## config.mk

```make
export PLATFORM = sky130hd
export DESIGN_NAME = nsl_nmi_logic
export DESIGN_NICKNAME = d
export VERILOG_FILES = /design/src/inc/nsl_pkg.sv /design/src/hw/nsl_bus_watch.sv /design/src/hw/nsl_nmi_logic.sv
export SDC_FILE = /design/constraint.sdc
export NUM_CORES = 1
export LEC_CHECK = 0
export ABC_CLOCK_PERIOD_IN_PS = 2000
export BUFFER_PORTS_ARGS = -buffer_cell sky130_fd_sc_hd__buf_2
export CORE_UTILIZATION = 25
export CTS_BUF_LIST = sky130_fd_sc_hd__clkbuf_8
export CTS_CLUSTER_DIAMETER = 30
export DETAILED_ROUTE_END_ITERATION = 6
export PLACE_DENSITY_LB_ADDON = 0.08
export RECOVER_POWER = 50
export SYNTH_ARGS = -nofsm -noshare
export SYNTH_HDL_FRONTEND = slang
export SYNTH_HIERARCHICAL = 1
export SYNTH_SLANG_ARGS = --single-unit
```

## constraint.sdc

```tcl
create_clock -name ref_clk -period 2 [get_ports ref_clk]
set_input_delay 0.3 -clock ref_clk [delete_from_list [all_inputs] [get_ports ref_clk]]
set_output_delay 0.3 -clock ref_clk [all_outputs]
set_load 0.1 [all_outputs]
```

## src/inc/nsl_pkg.sv

```systemverilog
/*
  Constants for the NMI source logic: I/O port addresses, bit positions
  of status and enable fields, reset values and timing counts.
  Assumes a 200 MHz system clock and 16-bit I/O port addresses.
*/
// Operation
// - Parity error input latches its own flag
// - System error input is an NMI source
// - Expansion check low level latches a flag
// - Fail-safe terminal count raises an NMI source
// - Preempted master holding request 64 clocks times out
// - Command held beyond 256 clocks times out
// - DMA transfers never cause a bus timeout
// - Bus timeout also drives expansion bus reset
// - Any write to trigger port sets software source
// - Four 8-bit I/O mapped registers
// - Port 61 bits 7,6 status; 2,3 enables
// - Port 461 bits 7,6,5 status; 2,3,1 enables
// - Disabling a source clears its flag
// - Port 70 bit 7 gates all, keeps flags
// - Re-enabling with pending flags reasserts NMI
// - NMI is a level; disable-enable makes an edge
package nsl_pkg;

  // Port addresses
  localparam logic [15:0] PORT_STATUS = 16'h0061;
  localparam logic [15:0] PORT_MASTER = 16'h0070;
  localparam logic [15:0] PORT_EXT = 16'h0461;
  localparam logic [15:0] PORT_SWTRIG = 16'h0462;

  // Status port fields
  localparam int unsigned STS_PERR_BIT = 7;
  localparam int unsigned STS_IOCHK_BIT = 6;
  localparam int unsigned EN_IOCHK_BIT = 3;
  localparam int unsigned EN_PERR_BIT = 2;

  // Extended port fields
  localparam int unsigned EXT_FS_BIT = 7;
  localparam int unsigned EXT_TO_BIT = 6;
  localparam int unsigned EXT_SW_BIT = 5;
  localparam int unsigned EN_TO_BIT = 3;
  localparam int unsigned EN_FS_BIT = 2;
  localparam int unsigned EN_SW_BIT = 1;

  // Master port field
  localparam int unsigned MST_DIS_BIT = 7;

  // Reset values
  localparam logic [3:0] STATUS_CTL_RST = 4'h0;
  localparam logic [2:0] EXT_EN_RST = 3'h0;
  localparam logic [7:0] MASTER_RST = 8'h80;

  // Source flag indices
  localparam int unsigned SRC_PERR = 0;
  localparam int unsigned SRC_SERR = 1;
  localparam int unsigned SRC_IOCHK = 2;
  localparam int unsigned SRC_FS = 3;
  localparam int unsigned SRC_TO = 4;
  localparam int unsigned SRC_SW = 5;
  localparam int unsigned SRC_COUNT = 6;

  // Bus timeout limits in bus clocks
  localparam int unsigned PREEMPT_BCLKS = 64;
  localparam int unsigned CMD_MAX_BCLKS = 256;
  localparam int unsigned WATCH_W = 9;

  // Expansion bus reset pulse length
  localparam int unsigned CLK_MHZ = 200;
  localparam int unsigned RESDRV_HOLD_NS = 1000;
  localparam int unsigned RESDRV_HOLD_CYC = (RESDRV_HOLD_NS * CLK_MHZ) / 1000;
  localparam int unsigned RESDRV_W = 8;

endpackage

```

## src/hw/nsl_bus_watch.sv

```systemverilog
/*
  Bus clock watchdog: counts bus clock ticks while a condition holds
  and pulses once when the count reaches its limit.
  Assumes tick is a one-cycle pulse already in the system clock domain.
*/
`timescale 1ns/100ps
module nsl_bus_watch #(
  parameter int unsigned LIMIT = 64
) (
  // Clock and reset
  input wire logic ref_clk,
  input wire logic reset_n,
  // Condition and bus clock tick
  input wire logic tick,
  input wire logic arm,
  // One-cycle expiry pulse
  output logic expired
);

  logic [nsl_pkg::WATCH_W-1:0] cnt_reg;
  logic [nsl_pkg::WATCH_W-1:0] cnt_next;
  logic fired_reg;
  logic hit;

  // Fire once per condition so a stuck bus does not retrigger every tick
  assign hit = arm && tick && !fired_reg &&
               (cnt_reg == nsl_pkg::WATCH_W'(LIMIT - 1));
  assign cnt_next = !arm ? '0 :
                    (tick && !fired_reg) ? cnt_reg + 1'b1 : cnt_reg;

  // Counter, once-only latch and registered pulse
  always_ff @(posedge ref_clk or negedge reset_n) begin
    if (!reset_n) begin
      cnt_reg <= '0;
      fired_reg <= 1'b0;
      expired <= 1'b0;
    end else begin
      cnt_reg <= cnt_next;
      fired_reg <= arm && (fired_reg || hit);
      expired <= hit;
    end
  end

endmodule

```

## src/hw/nsl_nmi_logic.sv

```systemverilog
/*
  NMI source logic: detect flags for hardware and software error
  sources, enables (system error shares the parity enable), master gate and a level NMI output,
  with four byte-wide I/O ports. Also drives the expansion bus reset
  on a bus timeout.
  Assumes I/O strobes come from logic on ref_clk; all bus pins are
  asynchronous and are synchronised here.
*/
`timescale 1ns/100ps
module nsl_nmi_logic (
  // Clock and reset
  input wire logic ref_clk,
  input wire logic reset_n,
  // I/O port access, same clock domain
  input wire logic [15:0] io_addr,
  input wire logic io_wr,
  input wire logic io_rd,
  input wire logic [7:0] io_wdata,
  output logic [7:0] io_rdata,
  output logic io_rd_valid,
  // Error source pins, asynchronous
  input wire logic perr_n,
  input wire logic serr_n,
  input wire logic iochk_n,
  // Expansion bus monitor pins, asynchronous
  input wire logic bclk,
  input wire logic mack_n,
  input wire logic mreq_n,
  input wire logic cmd_n,
  input wire logic chrdy,
  // Internal sources, same clock domain
  input wire logic dma_active,
  input wire logic failsafe_tc,
  // Outputs
  output logic nmi,
  output logic resdrv
);

  ////////////////////////////////////////////////////////////////////////
  // Pin synchronisers

  localparam int unsigned NPIN = 8;
  logic [NPIN-1:0] pin_raw;
  logic [NPIN-1:0] sync1_reg;
  logic [NPIN-1:0] sync2_reg;

  // Order fixes which synchronised bit means what
  assign pin_raw = {bclk, chrdy, cmd_n, mreq_n, mack_n, iochk_n, serr_n, perr_n};

  // Two flops per pin; the first stage feeds only the second
  generate
    for (genvar p = 0; p < NPIN; p++) begin : g_sync
      always_ff @(posedge ref_clk or negedge reset_n) begin
        if (!reset_n) begin
          sync1_reg[p] <= 1'b1;
          sync2_reg[p] <= 1'b1;
        end else begin
          sync1_reg[p] <= pin_raw[p];
          sync2_reg[p] <= sync1_reg[p];
        end
      end
    end
  endgenerate

  logic perr_s;
  logic serr_s;
  logic iochk_s;
  logic mack_neg_s;
  logic mreq_s;
  logic cmd_s;
  logic chrdy_s;
  logic bclk_s;

  // Active-high views of the synchronised pins
  assign perr_s = !sync2_reg[0];
  assign serr_s = !sync2_reg[1];
  assign iochk_s = !sync2_reg[2];
  assign mack_neg_s = sync2_reg[3];
  assign mreq_s = !sync2_reg[4];
  assign cmd_s = !sync2_reg[5];
  assign chrdy_s = sync2_reg[6];
  assign bclk_s = sync2_reg[7];

  ////////////////////////////////////////////////////////////////////////
  // Bus timeout detection

  logic bclk_prev_reg;
  logic bclk_tick;
  logic pre_arm;
  logic cmd_arm;
  logic pre_exp;
  logic cmd_exp;
  logic to_pulse;

  // Rising edge of the synchronised bus clock counts one bus clock
  always_ff @(posedge ref_clk or negedge reset_n) begin
    if (!reset_n) begin
      bclk_prev_reg <= 1'b1;
    end else begin
      bclk_prev_reg <= bclk_s;
    end
  end
  assign bclk_tick = bclk_s && !bclk_prev_reg;

  // DMA cycles hold both watchdogs idle however long they run
  assign pre_arm = mack_neg_s && mreq_s && !dma_active;
  assign cmd_arm = cmd_s && !chrdy_s && !dma_active;

  nsl_bus_watch #(
    .LIMIT(nsl_pkg::PREEMPT_BCLKS)
  ) u_pre_watch (
    .ref_clk(ref_clk),
    .reset_n(reset_n),
    .tick(bclk_tick),
    .arm(pre_arm),
    .expired(pre_exp)
  );

  // Command must stay out beyond the limit, so one tick more
  nsl_bus_watch #(
    .LIMIT(nsl_pkg::CMD_MAX_BCLKS + 1)
  ) u_cmd_watch (
    .ref_clk(ref_clk),
    .reset_n(reset_n),
    .tick(bclk_tick),
    .arm(cmd_arm),
    .expired(cmd_exp)
  );

  assign to_pulse = pre_exp || cmd_exp;

  ////////////////////////////////////////////////////////////////////////
  // Expansion bus reset

  logic [nsl_pkg::RESDRV_W-1:0] rst_cnt_reg;
  logic [nsl_pkg::RESDRV_W-1:0] rst_cnt_next;

  // A timeout loads the hold count; it runs down to zero
  assign rst_cnt_next = to_pulse ? nsl_pkg::RESDRV_W'(nsl_pkg::RESDRV_HOLD_CYC) :
                        (rst_cnt_reg != '0) ? rst_cnt_reg - 1'b1 : rst_cnt_reg;

  always_ff @(posedge ref_clk or negedge reset_n) begin
    if (!reset_n) begin
      rst_cnt_reg <= '0;
      resdrv <= 1'b0;
    end else begin
      rst_cnt_reg <= rst_cnt_next;
      resdrv <= (rst_cnt_next != '0);
    end
  end

  ////////////////////////////////////////////////////////////////////////
  // Port decode and control registers

  logic wr_sts;
  logic wr_mst;
  logic wr_ext;
  logic wr_sw;
  logic rd_hit;
  logic [3:0] sts_ctl_reg;
  logic [2:0] ext_en_reg;
  logic [7:0] mst_reg;

  // Full 16-bit compare; other addresses are left to other blocks
  assign wr_sts = io_wr && (io_addr == nsl_pkg::PORT_STATUS);
  assign wr_mst = io_wr && (io_addr == nsl_pkg::PORT_MASTER);
  assign wr_ext = io_wr && (io_addr == nsl_pkg::PORT_EXT);
  assign wr_sw = io_wr && (io_addr == nsl_pkg::PORT_SWTRIG);
  assign rd_hit = io_rd && (io_addr == nsl_pkg::PORT_STATUS ||
                            io_addr == nsl_pkg::PORT_MASTER ||
                            io_addr == nsl_pkg::PORT_EXT);

  // Writable fields; the trigger port stores nothing
  always_ff @(posedge ref_clk or negedge reset_n) begin
    if (!reset_n) begin
      sts_ctl_reg <= nsl_pkg::STATUS_CTL_RST;
      ext_en_reg <= nsl_pkg::EXT_EN_RST;
      mst_reg <= nsl_pkg::MASTER_RST;
    end else begin
      if (wr_sts) begin
        sts_ctl_reg <= io_wdata[3:0];
      end
      if (wr_ext) begin
        ext_en_reg <= io_wdata[3:1];
      end
      if (wr_mst) begin
        mst_reg <= io_wdata;
      end
    end
  end

  ////////////////////////////////////////////////////////////////////////
  // Detect flags

  logic [nsl_pkg::SRC_COUNT-1:0] src;
  logic [nsl_pkg::SRC_COUNT-1:0] en;
  logic [nsl_pkg::SRC_COUNT-1:0] clr;
  logic [nsl_pkg::SRC_COUNT-1:0] flag_reg;
  logic [nsl_pkg::SRC_COUNT-1:0] flag_next;
  logic perr_en;
  logic iochk_en;
  logic fs_en;
  logic to_en;
  logic sw_en;

  assign perr_en = sts_ctl_reg[nsl_pkg::EN_PERR_BIT];
  assign iochk_en = sts_ctl_reg[nsl_pkg::EN_IOCHK_BIT];
  assign fs_en = ext_en_reg[nsl_pkg::EN_FS_BIT-1];
  assign to_en = ext_en_reg[nsl_pkg::EN_TO_BIT-1];
  assign sw_en = ext_en_reg[nsl_pkg::EN_SW_BIT-1];

  // Source conditions; system error shares the parity enable
  assign src = {wr_sw, to_pulse, failsafe_tc, iochk_s, serr_s, perr_s};
  assign en = {sw_en, to_en, fs_en, iochk_en, perr_en, perr_en};

  // Writing an enable to zero clears its flag
  assign clr = {wr_ext && !io_wdata[nsl_pkg::EN_SW_BIT],
                wr_ext && !io_wdata[nsl_pkg::EN_TO_BIT],
                wr_ext && !io_wdata[nsl_pkg::EN_FS_BIT],
                wr_sts && !io_wdata[nsl_pkg::EN_IOCHK_BIT],
                wr_sts && !io_wdata[nsl_pkg::EN_PERR_BIT],
                wr_sts && !io_wdata[nsl_pkg::EN_PERR_BIT]};

  // A set in the same cycle as a clear wins, so no event is lost
  assign flag_next = (src & en) | (flag_reg & ~clr);

  generate
    for (genvar s = 0; s < nsl_pkg::SRC_COUNT; s++) begin : g_flag
      always_ff @(posedge ref_clk or negedge reset_n) begin
        if (!reset_n) begin
          flag_reg[s] <= 1'b0;
        end else begin
          flag_reg[s] <= flag_next[s];
        end
      end
    end
  endgenerate

  ////////////////////////////////////////////////////////////////////////
  // NMI output and read data

  logic nmi_next;
  logic [7:0] sts_rd;
  logic [7:0] ext_rd;
  logic [7:0] rd_mux;

  // Master gate does not touch flags, so re-enabling reasserts the level
  assign nmi_next = !mst_reg[nsl_pkg::MST_DIS_BIT] && |(flag_reg & en);

  assign sts_rd = {flag_reg[nsl_pkg::SRC_PERR] | flag_reg[nsl_pkg::SRC_SERR],
                   flag_reg[nsl_pkg::SRC_IOCHK], 2'b00, sts_ctl_reg};
  assign ext_rd = {flag_reg[nsl_pkg::SRC_FS], flag_reg[nsl_pkg::SRC_TO],
                   flag_reg[nsl_pkg::SRC_SW], 1'b0, ext_en_reg, 1'b0};
  assign rd_mux = (io_addr == nsl_pkg::PORT_STATUS) ? sts_rd :
                  (io_addr == nsl_pkg::PORT_EXT) ? ext_rd :
                  (io_addr == nsl_pkg::PORT_MASTER) ? mst_reg : 8'h00;

  // Read data is held until the next read
  always_ff @(posedge ref_clk or negedge reset_n) begin
    if (!reset_n) begin
      nmi <= 1'b0;
      io_rdata <= 8'h00;
      io_rd_valid <= 1'b0;
    end else begin
      nmi <= nmi_next;
      io_rd_valid <= rd_hit;
      if (io_rd) begin
        io_rdata <= rd_mux;
      end
    end
  end

  ////////////////////////////////////////////////////////////////////////
  // Checks

  parity_flag_a: assert property (
    @(posedge ref_clk) disable iff (!reset_n)
    (perr_s && perr_en) |=> flag_reg[nsl_pkg::SRC_PERR])
    else $error("parity flag not set");
  system_flag_a: assert property (
    @(posedge ref_clk) disable iff (!reset_n)
    (serr_s && perr_en) |=> sts_rd[nsl_pkg::STS_PERR_BIT])
    else $error("system error flag not set");
  iochk_flag_a: assert property (
    @(posedge ref_clk) disable iff (!reset_n)
    (iochk_s && iochk_en) |=> flag_reg[nsl_pkg::SRC_IOCHK])
    else $error("expansion check flag not set");
  failsafe_flag_a: assert property (
    @(posedge ref_clk) disable iff (!reset_n)
    (failsafe_tc && fs_en) |=> ext_rd[nsl_pkg::EXT_FS_BIT])
    else $error("fail-safe flag not set");
  preempt_timeout_a: assert property (
    @(posedge ref_clk) disable iff (!reset_n)
    (pre_exp && to_en) |=> flag_reg[nsl_pkg::SRC_TO] && resdrv)
    else $error("preempt timeout not flagged");
  cmd_timeout_a: assert property (
    @(posedge ref_clk) disable iff (!reset_n)
    cmd_exp |-> $past(cmd_arm))
    else $error("command timeout without held command");
  dma_no_timeout_a: assert property (
    @(posedge ref_clk) disable iff (!reset_n)
    $past(dma_active) |-> !to_pulse)
    else $error("timeout during dma");
  resdrv_hold_a: assert property (
    @(posedge ref_clk) disable iff (!reset_n)
    to_pulse |=> resdrv [*8])
    else $error("bus reset too short");
  // A disabling write right after the trigger may legally drop the flag
  sw_trigger_a: assert property (
    @(posedge ref_clk) disable iff (!reset_n)
    (wr_sw && sw_en) |=> flag_reg[nsl_pkg::SRC_SW] ##1
      (flag_reg[nsl_pkg::SRC_SW] || $past(clr[nsl_pkg::SRC_SW])))
    else $error("software trigger lost");
  sw_clear_a: assert property (
    @(posedge ref_clk) disable iff (!reset_n)
    (wr_ext && !io_wdata[nsl_pkg::EN_SW_BIT]) |=> !flag_reg[nsl_pkg::SRC_SW])
    else $error("disable did not clear flag");
  master_keep_a: assert property (
    @(posedge ref_clk) disable iff (!reset_n)
    wr_mst |=> flag_reg == $past(flag_reg | (src & en)))
    else $error("master write changed flags");
  master_gate_a: assert property (
    @(posedge ref_clk) disable iff (!reset_n)
    mst_reg[nsl_pkg::MST_DIS_BIT] |=> !nmi)
    else $error("nmi while master disabled");
  reassert_a: assert property (
    @(posedge ref_clk) disable iff (!reset_n)
    (!mst_reg[nsl_pkg::MST_DIS_BIT] && |(flag_reg & en)) |=> nmi)
    else $error("nmi not asserted with pending source");
  status_read_a: assert property (
    @(posedge ref_clk) disable iff (!reset_n)
    (io_rd && io_addr == nsl_pkg::PORT_STATUS) |=>
      io_rdata[nsl_pkg::STS_IOCHK_BIT] == $past(flag_reg[nsl_pkg::SRC_IOCHK]))
    else $error("status read wrong");

endmodule

```

==> Yosys cells after proc, flatten, opt, wreduce, memory -nomap -nowiden <==
Index checks and enable logic that the tools add are counted.
{ "word_totals": {"register_bits": 79, "latch_bits": 0, "ramBits": 0, "rom_bits": 0, "inputBits": 38, "out_inout_bits": 11, "elab_cells": 111, "mem_count": 0} }
{ "op_classes": {"add_sub_neg": 3, "n_mul": 0, "div_mod_pow": 0, "n_lt_le_gt_ge": 0, "eq_ne": 8, "n_shift": 0, "muxes": 9, "bitwise_logic": 6, "reduce_logical": 48} }
{ "op_table": {"columns": ["operator", "n"], "rows": [
  ["$mux 8", 5],
  ["$mux 9", 4],
  ["$eq 16x11->1 const B", 2],
  ["$eq 16x7->1 const B", 2],
  ["$logic_and 1x1->1", 26],
  ["$add 9x1->9 const B", 2],
  ["$and 6x6->6", 3],
  ["$reduce_bool 8->1", 2],
  ["$logic_not 1->1", 14],
  ["$eq 9x6->1 const B", 1],
  ["$eq 9x9->1 const B", 1],
  ["$sub 8x1->8 const B", 1],
  ["$not 6->6", 1],
  ["$or 6x6->6", 1],
  ["$reduce_or 6->1", 1],
  ["$logic_or 1x1->1", 5],
  ["$ne 2x2->1 const B", 2],
  ["$or 1x1->1", 1]
]} }

==> Depth between registers and ports, before layout <==
{ "logic_depth": {"depth_word": 8, "depth_mapped": 8, "mapped_depth_nobuf": 7} }

==> Cells and area by module <==
Netlist, hierarchy kept.
{ "by_module_without_submodules": {"columns": ["mod", "instances", "cells_each", "area_per_inst_um2", "seq_area_each_um2"], "rows": [
  ["nsl_nmi_logic", 1, 204, 2378.5, 1448.9],
  ["nsl_bus_watch (u_cmd_watch)", 1, 59, 586.8, 275.3],
  ["nsl_bus_watch (u_pre_watch)", 1, 52, 541.8, 275.3]
]} }

==> Worst setup path after synthesis <==
No wires, ideal clock.
{ "synth_path": {"kind": "flip-flop to flip-flop", "start": "register rst_cnt_reg[2] (netlist bit)", "end": "register resdrv", "setup_time_ns": 0.131, "arrival_time_ns": 1.834, "t_required_ns": 1.869, "setup_slack_ns": 0.034, "path_stages_with_launch": 7, "n_path_buf": 1, "synth_period_minus_slack_ns": 1.966, "path_cell_list": "dfrtp_1 or4_4 or3_1 buf_6 nor2_2 a31oi_1 or3_1"} }
{ "synth_between": {"elab_chain_len": 4, "word_cells_on_any_way": 5} }
{ "synth_lines": {"columns": ["item", "line", "source"], "rows": [
  ["from (decl)", "nsl_nmi_logic.sv:135", "logic [nsl_pkg::RESDRV_W-1:0] rst_cnt_reg;"],
  ["from (signal assigned)", "nsl_nmi_logic.sv:147", "rst_cnt_reg <= rst_cnt_next;"],
  ["$sub 8x1->8 / $reduce_bool 8->1 (equally long branches)", "nsl_nmi_logic.sv:140", "(rst_cnt_reg != '0) ? rst_cnt_reg - 1'b1 : rst_cnt_reg;"],
  ["$mux 8 (*)", "nsl_nmi_logic.sv:140", null],
  ["$mux 8 (*)", "nsl_nmi_logic.sv:139", "assign rst_cnt_next = to_pulse ? nsl_pkg::RESDRV_W'(nsl_pkg::RESDRV_HOLD_CYC) :"],
  ["$reduce_bool 8->1 (*)", "nsl_nmi_logic.sv:148", "resdrv <= (rst_cnt_next != '0);"],
  ["to (signal assigned)", "nsl_nmi_logic.sv:148", null],
  ["to (decl)", "nsl_nmi_logic.sv:36", "output logic resdrv"]
]} }
Mark *: on every way between the ends. The rest lies on a longest branch, timed or not.
A chain may end at the register's enable or synchronous reset.

==> Worst setup path after layout <==
{ "layout_path": {"start": "register rst_cnt_reg[3] (netlist bit)", "end": "register resdrv"} }
{ "layout_between": {"elab_chain_len": 4, "word_cells_on_any_way": 5} }
{ "layout_lines": {"columns": ["item", "line", "source"], "rows": [
  ["$sub 8x1->8 / $reduce_bool 8->1 (equally long branches)", "nsl_nmi_logic.sv:140", null],
  ["$mux 8 (*)", "nsl_nmi_logic.sv:140", null],
  ["$mux 8 (*)", "nsl_nmi_logic.sv:139", null],
  ["named net rst_cnt_next, one bit", "nsl_nmi_logic.sv:136", "logic [nsl_pkg::RESDRV_W-1:0] rst_cnt_next;"],
  ["$reduce_bool 8->1 (*)", "nsl_nmi_logic.sv:148", null]
]} }
The timed path passes the listed nets; every way through them passes the cells marked *.

==> impl_metrics.env <==
export IMPL_cts_tree="yes"
export IMPL_synth_nets=358
export IMPL_ys_flop_type="dfrtp_1"
export IMPL_r2r_cells=5
export IMPL_io_pins=49
export IMPL_root_buffer="clkbuf_8"
export IMPL_finalWirelength_um=7800
export IMPL_drt_iter0_drc=83
export IMPL_fin_cells=570
export IMPL_yosys_warnings=6
export IMPL_cp_required_ns=2.25
export IMPL_grt_pass1_wl_um=13000
export IMPL_arrival_ns=2.17
export IMPL_r2r_start="rst_cnt_reg[3]$_DFF_PN0_"
export IMPL_grt_pass1_vias=2579
export IMPL_cts_inserted_buffers=9
export IMPL_slew_headroom=0.570
export IMPL_grt_max_degree=37
export IMPL_place_area_um2=4090
export IMPL_portBuffers=48
export IMPL_finalInstanceArea_um2=4360
export IMPL_cts_sinks=79
export IMPL_crit_fanout=4
export IMPL_synth_top_family_by_area="simple AND/OR/NAND/NOR gates"
export IMPL_insertion_delay_ns=0.36
export IMPL_core_area_um2=13500
export IMPL_critPathLaunchType="register"
export IMPL_slew_violations=0
export IMPL_r2r_slack_ns=0.08
export IMPL_ys_ff_latch=79
export IMPL_drive_gt1_frac=0.320
export IMPL_hold_end="sync1_reg[4]$_DFF_PN1_"
export IMPL_synth_async_sr_flop_share=1.00
export IMPL_min_path_cells=1
export IMPL_setup_viol=0
export IMPL_dp_cells=551
export IMPL_syn2layout_area_growth_pct=24.4
export IMPL_num_fill_cells=1429
export IMPL_synthCells=315
export IMPL_synth_area_leaders="dfrtp_1, dfstp_2, mux2_2"
export IMPL_overflow=0
export IMPL_end_kind="register"
export IMPL_fmax_mhz=520
export IMPL_ant_nets=0
export IMPL_worstHoldPathType="in2reg"
export IMPL_dp_hpwl_um=5640
export IMPL_antennaDiodeCount=0
export IMPL_ys_seq_area_frac=0.570
export IMPL_fin_hold_ws_ns=0.0346
export IMPL_cts_path_max_buffers=2
export IMPL_num_vias=2580
export IMPL_gp_congestion=0.753
export IMPL_yosysTopAreaCellShare=0.435
export IMPL_die_w_um=120
export IMPL_vias_per_cell=4.53
export IMPL_status="finished clean"
export IMPL_min_period_over_period=0.961
export IMPL_first_pass_iters=4
export IMPL_muxShareOfSynthArea=0.0681
export IMPL_avgSynthCellArea_um2=11.1
export IMPL_yosys_area_share_adder=0.0178
export IMPL_rsz0062_at_grt="yes"
export IMPL_start_util=0.261
export IMPL_die_area_um2=14500
export IMPL_syn_cell_area_um2=3510
export IMPL_track_usage=0.118
export IMPL_yosys_area_top_type="dfrtp_1"
export IMPL_tightest_slew_ns=0.646
export IMPL_hold_path_startpoint="mreq_n"
export IMPL_crit_start="rst_cnt_reg[3]$_DFF_PN0_"
export IMPL_synth_simple_gate_area_frac=0.194
export IMPL_max_vdd_ir_drop_mv=0.386
export IMPL_fin_nets=432
export IMPL_hold_violations=0
export IMPL_cellLeakagePower_nw=2.00
export IMPL_synth_compound_area_share=0.0981
export IMPL_min_period_ns=1.92
export IMPL_synth_edf_count=0
export IMPL_fp_dieH_um=120
export IMPL_p_per_area_nw_per_um2=752
export IMPL_reg2reg_to="resdrv$_DFF_PN0_"
export IMPL_grt_antenna_before_repair=0
export IMPL_clock_skew_ns=0.0110
export IMPL_crit_type="reg2reg"
export IMPL_cap_violations=0
export IMPL_htree_levels=3
export IMPL_remaining_drc_errors=0
export IMPL_routedWlPerCell_um=13.7
export IMPL_synthXorXnorAreaFrac=0.0225
export IMPL_yosysUniqueCellTypes=49
export IMPL_clk_pin_slew_ns=0.08
export IMPL_row_count=42
## per-stage QoR
stage | total power, mW | setup slack, ns | utilization | TNS (ns)
5_1_grt | 3.42 | -0.0195 | 0.324 | -0.0195
3_5_place_dp | 1.89 | -0.0773 | 0.304 | -0.211
6_report | 3.28 | 0.0784 | 0.324 | 0
3_3_place_gp | 1.89 | 0.00831 | 0.304 | 0
4_1_cts | 3.36 | 0.0192 | 0.323 | 0
2_1_floorplan | 1.77 | 0.0344 | - | 0
## what timing repair did
| action | in CTS | in global routing |
|---|---|---|
| buffers inserted | 0 | 0 |
| endpoints found under the hold margin | 22 | 2 |
| endpoints found under the setup margin | 0 | 2 |
| hold buffers | 1 | 2 |
| gates resized for setup | 0 | 3 |
## Yosys cell counts, types with 3 or more instances
cell,n
dfrtp_1,61
o22ai_1,5
xor2_1,4
inv_1,17
nor3_1,6
mux2i_1,7
a21oi_1,14
nand3_1,7
o21ai_0,23
nand2_1,22
ha_1,5
dfstp_2,18
nor2_1,22
o31ai_1,3
or4_1,4
xnor2_1,5
nand4b_1,4
clkbuf_1,6
nand2b_1,7
mux2_2,15
nor4_1,8
nand3b_1,4
or3_1,7
nor2b_1,7
a21o_1,3
## power breakdown
group	leakage [nW]	switching, mW	total (mW)	internal [mW]
Sequential	1.01	0.0101	1.65	1.64
Clock	0.130	0.579	1.43	0.851
Combinational	0.853	0.142	0.205	0.0630
Total	2.00	0.731	3.28	2.55
## layout make-up
cell class              instances  area, um^2  area share
repair buffers                 70         414      0.0949
flip-flops and latches         79        2000       0.458
clock buffers                  10         138      0.0315
multi-input cells             211        1420       0.326
inverters                      18        67.6      0.0155
well taps                     176         220      0.0505
clock inverters                 6         101      0.0232
## layer usage
metal | vias up | global-route usage | part of all wire
met5 | - | 0 | 0
li1 | 1261 | - | -
met2 | 55 | 0.179 | 0.44
met1 | 1259 | 0.154 | 0.49
met4 | 0 | 0.0409 | 0.011
met3 | 5 | 0.0429 | 0.052
## how the worst max path moves through the flow
stage / end / slack [ns] / cells after the start
3_3_place_gp: io_rdata[7]$_DFFE_PN0P_ / 0.008 / 6
3_5_place_dp: io_rdata[7]$_DFFE_PN0P_ / -0.08 / 6
4_1_cts: rst_cnt_reg[1]$_DFF_PN0_ / 0.02 / 4
6_report: resdrv$_DFF_PN0_ / 0.08 / 5
5_1_grt: resdrv$_DFF_PN0_ / -0.02 / 5
2_1_floorplan: resdrv$_DFF_PN0_ / 0.03 / 6
## worst max-delay path, cell delays in order (launching register included)
cell	delay (ns)
dfrtp_1	0.38
or4_4	0.56
nor3_1	0.24
mux2i_1	0.21
nand2_1	0.08
or3_1	0.35
## cell usage in the layout (no fill, tap or decap), types with 6 or more instances in the layout
master	count
a21oi_1	14
buf_2	47
buf_4	16
clkbuf_8	10
dfrtp_1	61
dfstp_2	18
inv_1	20
mux2_2	15
mux2i_1	7
nand2_1	22
nand2b_1	7
nand3_1	7
nor2_1	22
nor2b_1	7
nor3_1	6
nor4_1	8
o21ai_0	23
or3_1	6
## logic make-up after synthesis
kind of cell / count (synthesis)
AOI/OAI and AO/OA: 58
xor gates and xnor gates: 9
adders and majority gates: 5
buffers and inverters: 25
muxes: 22
and+or+nand+nor: 117
DFF: 79
(Power assumes the default switching activity.)
